<file path="config.mk">
export PLATFORM = sky130hd
export DESIGN_NAME = indirect_address_decoder
export DESIGN_NICKNAME = d
export VERILOG_FILES = /design/src/rtl/indirect_decoder_pkg.sv /design/src/rtl/decode_if.sv /design/src/rtl/pointer_decode.sv /design/src/rtl/indirect_address_decoder.sv
export SDC_FILE = /design/constraint.sdc
export NUM_CORES = 1
export LEC_CHECK = 0
export ABC_AREA = 0
export ABC_CLOCK_PERIOD_IN_PS = 2040
export BUFFER_PORTS_ARGS = -buffer_cell sky130_fd_sc_hd__buf_2
export CORE_UTILIZATION = 45
export CTS_BUF_LIST = sky130_fd_sc_hd__clkbuf_8
export DETAILED_ROUTE_END_ITERATION = 12
export HOLD_SLACK_MARGIN = 0.08
export PLACE_DENSITY = 0.71
export SLEW_MARGIN = 20
export SYNTH_ARGS = -nofsm -noshare
export SYNTH_HDL_FRONTEND = slang
export SYNTH_HIERARCHICAL = 1
export SYNTH_SLANG_ARGS = --single-unit
</file>
<file path="constraint.sdc">
create_clock -name clk_sys -period 2.04 [get_ports clk_sys]
set_input_delay 0.306 -clock clk_sys [delete_from_list [all_inputs] [get_ports clk_sys]]
set_output_delay 0.306 -clock clk_sys [all_outputs]
set_load 0.01 [all_outputs]
</file>
<file path="src/rtl/indirect_decoder_pkg.sv">
// Operation
// - pointer 0x2000..0x29AF is linear ram window
// - window concatenates 80-byte ram blocks by bank
// - bank's last byte steps to next bank's first
// - common ram never reached through window
// - reads of unimplemented memory return 0x00
// - program flash fills upper pointer half
// - pointer msb set: low 15 bits address flash
// - flash read returns low eight word bits
// - indirect writes never modify program flash
// - flash access takes one extra cycle
package indirect_decoder_pkg;
    localparam logic [15:0] LINEAR_BASE      = 16'h2000;
    localparam logic [15:0] LINEAR_LAST      = 16'h29AF;
    localparam logic [11:0] RAM_BLOCK_BYTES  = 12'h050;
    localparam logic [6:0]  RAM_FIRST_OFFSET = 7'h20;
    localparam logic [6:0]  RAM_LAST_OFFSET  = 7'h6F;
    localparam logic [6:0]  COMMON_FIRST     = 7'h70;
    localparam int          FLASH_MSB        = 15;
    localparam int          FLASH_ADDR_W     = 15;
    localparam int          FLASH_WORD_W     = 14;
    localparam logic [7:0]  UNIMPL_READ      = 8'h00;
    localparam logic [4:0]  IMPL_BANKS       = 5'h02;
    localparam int          FLASH_EXTRA      = 1;

    typedef enum logic [2:0] {
        TGT_NONE  = 3'b001,
        TGT_RAM   = 3'b010,
        TGT_FLASH = 3'b100
    } target_e;

    typedef enum logic [3:0] {
        ST_IDLE  = 4'b0001,
        ST_RAM   = 4'b0010,
        ST_FLASH = 4'b0100,
        ST_DONE  = 4'b1000
    } state_e;
endpackage

</file>
<file path="src/rtl/decode_if.sv">
`timescale 1ns/1ps
interface decode_if;
    import indirect_decoder_pkg::*;
    logic [15:0]             pointer;
    target_e                 target;
    logic [4:0]              bank;
    logic [6:0]              bank_offset;
    logic [FLASH_ADDR_W-1:0] flash_addr;
    modport decoder (input pointer, output target, output bank, output bank_offset, output flash_addr);
    modport user    (output pointer, input target, input bank, input bank_offset, input flash_addr);
endinterface

</file>
<file path="src/rtl/pointer_decode.sv">
`timescale 1ns/1ps
module pointer_decode (
    decode_if.decoder dec
);
    import indirect_decoder_pkg::*;
    logic [11:0] lin_off;
    logic [11:0] lin_bank;
    logic [11:0] lin_rem;

    assign lin_off  = 12'(dec.pointer - LINEAR_BASE);
    assign lin_bank = lin_off / RAM_BLOCK_BYTES;
    assign lin_rem  = lin_off % RAM_BLOCK_BYTES;
    assign dec.flash_addr = dec.pointer[FLASH_ADDR_W-1:0];

    always_comb begin
        dec.target      = TGT_NONE;
        dec.bank        = dec.pointer[11:7];
        dec.bank_offset = dec.pointer[6:0];
        if (dec.pointer[FLASH_MSB]) begin
            dec.target = TGT_FLASH;
        end else if (dec.pointer >= LINEAR_BASE && dec.pointer <= LINEAR_LAST) begin
            // remainder never reaches common, so window skips it
            dec.bank        = lin_bank[4:0];
            dec.bank_offset = 7'(lin_rem) + RAM_FIRST_OFFSET;
            dec.target      = (lin_bank[4:0] < IMPL_BANKS) ? TGT_RAM : TGT_NONE;
        end else if (dec.pointer < LINEAR_BASE) begin
            // common ram is in every bank; banked gpr only where implemented
            if (dec.pointer[6:0] >= COMMON_FIRST) begin
                dec.target = TGT_RAM;
            end else if (dec.pointer[6:0] >= RAM_FIRST_OFFSET && dec.pointer[6:0] <= RAM_LAST_OFFSET
                         && dec.pointer[11:7] < IMPL_BANKS && dec.pointer[12] == 1'b0) begin
                dec.target = TGT_RAM;
            end
        end
    end
endmodule

</file>
<file path="src/rtl/indirect_address_decoder.sv">
`timescale 1ns/1ps
module indirect_address_decoder (
    input  wire logic                                     clk_sys,
    input  wire logic                                     resetn,
    input  wire logic                                     req,
    input  wire logic                                     req_write,
    input  wire logic [15:0]                              indirect_pointer,
    input  wire logic [7:0]                               write_data,
    output logic      [7:0]                               read_data,
    output logic                                          ack,
    output logic                                          busy,
    output logic                                          ram_read,
    output logic                                          ram_write,
    output logic      [4:0]                               ram_bank,
    output logic      [6:0]                               ram_offset,
    output logic      [7:0]                               ram_wdata,
    input  wire logic [7:0]                               ram_rdata,
    output logic                                          flash_read,
    output logic      [indirect_decoder_pkg::FLASH_ADDR_W-1:0] flash_addr,
    input  wire logic [indirect_decoder_pkg::FLASH_WORD_W-1:0] flash_rdata
);
    import indirect_decoder_pkg::*;

    decode_if dec ();
    state_e   state;
    logic     take;
    logic     flash_wait;
    logic     hit_ram;
    logic     hit_flash;
    logic     hit_none;
    logic     flash_last;

    assign dec.pointer = indirect_pointer;
    assign take        = req && state == ST_IDLE;
    assign hit_ram     = dec.target == TGT_RAM;
    assign hit_flash   = dec.target == TGT_FLASH;
    assign hit_none    = dec.target == TGT_NONE;
    assign flash_last  = state == ST_FLASH && flash_wait;

    pointer_decode u_decode (
        .dec (dec)
    );

    // request is refused while busy; core must hold off
    always_ff @(posedge clk_sys or negedge resetn) begin
        if (!resetn) begin
            state <= ST_IDLE;
        end else begin
            unique case (state)
                ST_IDLE: begin
                    if (req) begin
                        unique case (dec.target)
                            TGT_RAM:   state <= ST_RAM;
                            TGT_FLASH: state <= ST_FLASH;
                            TGT_NONE:  state <= ST_DONE;
                            default:   state <= ST_DONE;
                        endcase
                    end
                end
                ST_RAM: begin
                    state <= ST_DONE;
                end
                ST_FLASH: begin
                    // extra cycle lets flash data settle
                    if (flash_wait) begin
                        state <= ST_DONE;
                    end
                end
                ST_DONE: begin
                    state <= ST_IDLE;
                end
            endcase
        end
    end

    // marks the second flash cycle; cleared whenever idle
    always_ff @(posedge clk_sys or negedge resetn) begin
        if (!resetn) begin
            flash_wait <= 1'b0;
        end else if (state == ST_IDLE) begin
            flash_wait <= 1'b0;
        end else if (state == ST_FLASH) begin
            flash_wait <= 1'b1;
        end
    end

    always_ff @(posedge clk_sys or negedge resetn) begin
        if (!resetn) begin
            ram_read <= 1'b0;
        end else begin
            ram_read <= take && hit_ram && !req_write;
        end
    end

    always_ff @(posedge clk_sys or negedge resetn) begin
        if (!resetn) begin
            ram_write <= 1'b0;
        end else begin
            ram_write <= take && hit_ram && req_write;
        end
    end

    always_ff @(posedge clk_sys or negedge resetn) begin
        if (!resetn) begin
            ram_bank <= 5'h00;
        end else if (take) begin
            ram_bank <= dec.bank;
        end
    end

    always_ff @(posedge clk_sys or negedge resetn) begin
        if (!resetn) begin
            ram_offset <= 7'h00;
        end else if (take) begin
            ram_offset <= dec.bank_offset;
        end
    end

    always_ff @(posedge clk_sys or negedge resetn) begin
        if (!resetn) begin
            ram_wdata <= 8'h00;
        end else if (take) begin
            ram_wdata <= write_data;
        end
    end

    always_ff @(posedge clk_sys or negedge resetn) begin
        if (!resetn) begin
            flash_read <= 1'b0;
        end else begin
            // writes to flash are dropped, only reads strobe it
            flash_read <= (take && hit_flash && !req_write) || (flash_read && !flash_wait);
        end
    end

    always_ff @(posedge clk_sys or negedge resetn) begin
        if (!resetn) begin
            flash_addr <= '0;
        end else if (take) begin
            flash_addr <= dec.flash_addr;
        end
    end

    always_ff @(posedge clk_sys or negedge resetn) begin
        if (!resetn) begin
            ack <= 1'b0;
        end else begin
            ack <= (state == ST_RAM) || flash_last || (take && hit_none);
        end
    end

    // ack, not busy, marks completion; busy drops as ack rises for ram and flash
    always_ff @(posedge clk_sys or negedge resetn) begin
        if (!resetn) begin
            busy <= 1'b0;
        end else begin
            busy <= take || (state == ST_FLASH && !flash_wait);
        end
    end

    always_ff @(posedge clk_sys or negedge resetn) begin
        if (!resetn) begin
            read_data <= 8'h00;
        end else if (take && hit_none) begin
            read_data <= UNIMPL_READ;
        end else if (state == ST_RAM) begin
            read_data <= ram_read ? ram_rdata : 8'h00;
        end else if (flash_last) begin
            read_data <= flash_read ? flash_rdata[7:0] : 8'h00;
        end
    end
endmodule

</file>
==> metrics.cfg, run 1 <==
[drt]
firstDrtPassIters = 4
drc = 0
detail_route.iter0.violations = 97
avgViaCountPerCell = 5.255
vias = 3006
wl_per_cell_um = 14.32
drt_wl_total_um = 8193
ant_nets = 0

[sta]
hold_viol_final = 0
setup_viol = 20
worstMarginPinSlew_ns = 0.4738
period_needed_ns = 2.240
skew_ns = 0.009262
rsz0062_at_grt = yes
setup_ws_ns = -0.1997
fin_crit_sh = 1.098
max_freq_mhz = 446.5
maxSlewViolCount = 0
slew_headroom = 0.6842

[global_routing]
grt_pass1_wl_um = 12610
grt_pass1_vias = 2754
grt_busiest_layer = met2
grt_max_degree = 35
grtUsageMet2 = 0.3517
overflow = 0
antenna_found_initial = 0
met3_usage = 0.03451
use_met1 = 0.2706
grtUsageTotal = 0.2035

[floorplanning]
initial_core_util = 0.4671
die_area_um2 = 7880
dieHeight_um = 88.77
placementRows = 31
fp.dieW_um = 88.77
ios = 98
core_area_um2 = 7253

[cts]
clock_sink_count = 53
root_buffer = clkbuf_8
clk_pin_slew_worst_paths_ns = 0.10
htree_num_levels = 2
cts_buffer_depth = 2
cts_tree = built
clock_latency_ns = 0.30
cts_made_buffers = 5

[power_and_ir_drop]
p_leak_nw = 2.108
power_mw = 4.471
power_density_nw_per_um2 = 966.5
vdd_drop_max_mv = 0.6318

[cells_and_area]
diodes = 0
final_cells = 572
regArea_um2 = 1328
area_growth_pct = 36.52
multiInputGateArea_um2 = 1953
fillers = 603
drive_gt1_frac = 0.4968
layout.nets = 522
final_core_util = 0.6377

[logic_synthesis]
synthCells = 347
synth_flop_cell = dfrtp_1
ys_ff_latch = 53
synth-edff-count = 0
yosys_warnings = 6
synth.avg_cell_area_um2 = 9.764
yosysUniqueCellTypes = 70
yosysTopAreaCellShare = 0.3840
netlist_top_cells_area = dfrtp_1 (38%), mux2_1 (12%), buf_4 (5.3%)
synth.largest_area_cell = dfrtp_1
synth_common_cells = dfrtp_1 (52), mux2_1 (36), nor2_1 (34)
syn_area_um2 = 3388
synthMostInstantiatedCell = dfrtp_1
synth_fp_nets = 397
synthArstFlopShare = 1.000
seq_area_frac_synth = 0.3918

[placement]
pre_cts_ws_ns = -0.5606
io_buffers = 91
hpwl_um = 5734
placedCellCount = 545
gp_congestion = 0.8597

[hold_path]
hold_path_depth = 2
hold_end = ram_wdata[2]
hp-start = write_data[2]
hold_class = input port to register

[critical_path]
end_kind = register
r2r_start = state[0]
start_kind = input port
cp_max_fo = 7
arrival_ns = 2.42
r2r_cells = 4
required_ns = 2.22
rr_endpoint = ram_wdata[5]
worstSetupPathType = input port to register
reg2reg_slack_ns = 0.15

[outcome]
violations = negative setup slack
status = finished, violations left

[job]
max_cap_viol_count = 0

-- cell usage in the layout, fill, tap and decap left out, types with 4 or more instances in the layout --
cell and instances:
nor2_1 30, clkbuf_8 6, nor3_1 6, buf_4 64, buf_6 6, a211oi_2 15
nor2_4 4, buf_8 4, buf_2 87, a31oi_1 10, o21ai_1 6, dfrtp_1 52
nand2_1 18, o21ai_0 9, nand2b_1 5, mux2_1 34, inv_1 4, mux2_2 4
a21oi_1 10
-- what timing repair did --
item,CTS,global route
pin swaps,17,19
endpoints found under the setup margin,19,32
gates cloned,2,0
resized for setup,42,25
hold buffers,1,0
setup buffers,12,5
endpoints found under the hold margin,19,0
-- sequential cells by signal (all words and copies together) (netlist names), 4 cells and up --
| name | flops |
|---|---|
| ram_offset | 7 |
| flash_addr | 15 |
| ram_bank | 5 |
| state | 4 |
| read_data | 8 |
| ram_wdata | 8 |
-- cell type report --
cell class / instances / share of cell area
multi-input cells: 240 / 0.4222
flip-flops and latches: 53 / 0.2870
repair buffers: 164 / 0.2364
well taps: 99 / 0.02678
clock buffers: 6 / 0.01785
inverters: 8 / 0.006762
clock inverters: 2 / 0.002975
-- critical path, cell delays in order --
cell      delay (ns)
buf_8           0.11
and2b_2         0.26
nand2_1         0.07
a32oi_1         0.22
o221a_1         0.28
nand2_2         0.07
a21o_1          0.20
o2111a_2        0.15
a21o_1          0.19
buf_6           0.13
xnor2_1         0.12
o32a_1          0.30
-- cell families (layout without fill, tap and decap cells) --
kind of cell              count (synthesis)  after routing  synth area share
DFF                                      53             53            0.3918
AOI/OAI and AO/OA                        86             86            0.1865
buffers and inverters                    56            180            0.1086
and+or+nand+nor                         102            104            0.1514
muxes                                    44             44            0.1462
xor gates and xnor gates                  6              6           0.01551
-- report_power, final --
part	internal, mW	switching, mW	total, mW	leakage (nW)
logic	1.04	1.02	2.06	1.41
clock network	0.276	0.326	0.601	0.0512
registers	1.54	0.273	1.81	0.647
-- per-stage QoR --
step	setup TNS, ns	hold WS, ns	cell area [µm²]
after CTS	-1.452	0.2079	4476
final	-2.730	0.2210	4626
after floorplan	-7.665	0.01041	3460
after detailed placement	-9.554	0.2762	4120
after global placement	-8.375	0.2794	4120
after global routing	-3.868	0.2095	4626
-- worst max path at each step --
stage / slack, ns / endpoint / startpoint / cells after the start
6_report: -0.20 / state[3] / indirect_pointer[11] / 12
5_1_grt: -0.27 / ram_offset[5] / indirect_pointer[10] / 11
4_1_cts: -0.16 / flash_read / indirect_pointer[11] / 15
3_5_place_dp: -0.56 / ram_offset[5] / indirect_pointer[11] / 11
3_3_place_gp: -0.52 / ram_offset[5] / indirect_pointer[9] / 11
2_1_floorplan: -0.54 / ack / indirect_pointer[11] / 16
-- per-layer routing --
metal  routed length, µm  up-vias  share of wire
li1                    -     1495              -
met1                3760     1407           0.46
met2                3988       96           0.49
met3                 367        8          0.045
met4                  77        0         0.0094
met5                   0        -              0
(Power assumes the default switching activity.)
==> run 2: changes to the inputs <==
Settings changed: CORE_MARGIN set to 10, CORE_UTILIZATION 45 to 50, PLACE_DENSITY 0.71 to 0.77.
==> run 2 against run 1 <==
  * The run still ends with negative setup slack left
  * Non-clock buffer count grew 2
  * Sequential share of layout area is 0.38 points lower
  * Global-route usage is 2.7 points lower
  * Hold slack lost 0.023 ns
  * Utilization grew 8.8 points
  * Combinational power rose by 4%
  * Count of clock-buffer cells in the layout fell by 1
  * Design area grew 1.4%
  * Clock skew is 0.0022 ns lower
  * Via count increased by 3.1%
  * Maximum frequency decreased by 1.5%
  * Largest cell class unchanged
  * Largest power group unchanged
==> metrics.cfg, run 2 (same netlist as run 1, synthesis figures left out) <==
[global_routing]
grtUsageTotal = 0.1767
overflow = 0
grt_busiest_layer = met2
met3_usage = 0.06005
grt_max_degree = 39
grt_pass1_vias = 3222
grtUsageMet2 = 0.2884
antenna_found_initial = 0
use_met1 = 0.2109
grt_pass1_wl_um = 15050

[sta]
setup_ws_ns = -0.2335
hold-worst-slack_ns = 0.1984
slew_headroom = 0.6229
setup-tns-final_ns = -2.212
period_needed_ns = 2.274
max_freq_mhz = 439.8
hold_viol_final = 0
skew_ns = 0.007020
worstMarginPinSlew_ns = 0.5644
maxSlewViolCount = 0
fin_crit_sh = 1.114
rsz0062_at_grt = yes
setup_viol = 19

[drt]
ant_nets = 0
vias = 3099
avgViaCountPerCell = 5.635
firstDrtPassIters = 4
detail_route.iter0.violations = 172
wl_per_cell_um = 17.53
drc = 0
drt_wl_total_um = 9644

[cts]
htree_num_levels = 2
root_buffer = clkbuf_8
clock_sink_count = 53
cts_buffer_depth = 2
cts_tree = built
clk_pin_slew_worst_paths_ns = 0.09
clock_latency_ns = 0.31
cts_made_buffers = 5

[critical_path]
cp_max_fo = 5
start_kind = input port
required_ns = 2.24
reg2reg_slack_ns = 0.26
rr_endpoint = read_data[6]
arrival_ns = 2.47
r2r_start = state[2]
end_kind = register
r2r_cells = 4
worstSetupPathType = input port to register

[cells_and_area]
fillers = 454
largest_register_ff_count = 15
largest_register = flash_addr
drive_gt1_frac = 0.5201
final_cells = 550
layout_commonest_cell = buf_2
final_cell_mix = buf_2 (87), buf_4 (61), dfrtp_1 (52)
area_growth_pct = 38.37
diodes = 0
reg_top3 = flash_addr (15), ram_wdata (8), read_data (8)
layout.nets = 522

[power_and_ir_drop]
vdd_drop_max_mv = 0.8160
p_leak_nw = 2.146
power_density_nw_per_um2 = 992.4
switching_power_mw = 1.692
clkPwrFrac = 0.154
intPower_mw = 2.961
seqPwrFrac = 0.384
p_comb_frac = 0.462
switching_share = 0.3636

[outcome]
violations = negative setup slack
status = finished, violations left

[job]
max_cap_viol_count = 0

[floorplanning]
fp.dieW_um = 102.3
ios = 98
placementRows = 29
die_area_um2 = 10470
dieHeight_um = 102.3
core_area_um2 = 6459
initial_core_util = 0.5246

[hold_path]
hp-start = req_write
hold_path_depth = 2
hold_class = input port to register
hold_end = ram_read

[placement]
hpwl_um = 6668
placedCellCount = 522
io_buffers = 91
gp_congestion = 0.9281

==> run 2: per-stage QoR <==
| step | area [µm²] | setup WS (ns) | util | total power, mW |
|---|---|---|---|---|
| floorplan | 3460 | -0.5365 | - | 2.952 |
| global placement | 4085 | -0.5515 | 0.6325 | 3.712 |
| detailed placement | 4085 | -0.5880 | 0.6325 | 3.788 |
| CTS | 4483 | -0.1639 | 0.6941 | 4.632 |
| global route | 4688 | -0.2746 | 0.7259 | 4.998 |
| finish | 4688 | -0.2335 | 0.7259 | 4.653 |
==> run 2: what timing repair did <==
item                       CTS  global route
hold buffers                 1             0
setup buffers               12             8
gates resized for setup     52            34
setup endpoints to repair   19            20
hold endpoints to repair    17             0
pin swaps                   22            25
==> run 2: cell type report <==
type	instances	area [µm²]	share of cell area
well taps	77	96.34	0.02055
repair buffers	166	1129	0.2407
inverters	8	33.78	0.007206
clock buffers	5	68.82	0.01468
multi-input cells	238	1991	0.4246
clock inverters	3	42.54	0.009074
flip-flops and latches	53	1328	0.2832
==> run 2: layer usage <==
| metal | vias to the layer above | wire length [µm] |
|---|---|---|
| met5 | - | 0 |
| met4 | 0 | 244 |
| met3 | 25 | 909 |
| met2 | 127 | 4552 |
| met1 | 1460 | 3938 |
| li1 | 1487 | - |
==> run 2: critical path, cell delays in order <==
cell and delay (ns):
buf_6 0.10, nor2b_4 0.14, buf_4 0.14, buf_4 0.15, a41oi_2 0.22, o221a_4 0.26
nand2_2 0.08, a21o_1 0.20, o2111a_2 0.15, a21o_1 0.18, buf_6 0.13, xnor2_1 0.12
o32a_1 0.29
==> run 2: worst max-delay path by stage <==
stage                    startpoint            end  slack [ns]  cells past startpoint
2_1_floorplan  indirect_pointer[11]            ack       -0.54                     16
3_3_place_gp    indirect_pointer[9]       state[3]       -0.55                     12
3_5_place_dp    indirect_pointer[9]       state[2]       -0.59                     14
4_1_cts         indirect_pointer[8]  ram_offset[5]       -0.16                     10
5_1_grt        indirect_pointer[11]       state[2]       -0.27                     14
6_report       indirect_pointer[11]       state[3]       -0.23                     13
==> run 2: power by group through the flow <==
stage	Combinational, mW	Clock, mW	Sequential, mW
2_1_floorplan	0.955	0	2.00
3_3_place_gp	1.94	0	1.78
3_5_place_dp	1.98	0	1.81
4_1_cts	2.11	0.738	1.79
5_1_grt	2.36	0.773	1.86
6_report	2.15	0.717	1.78
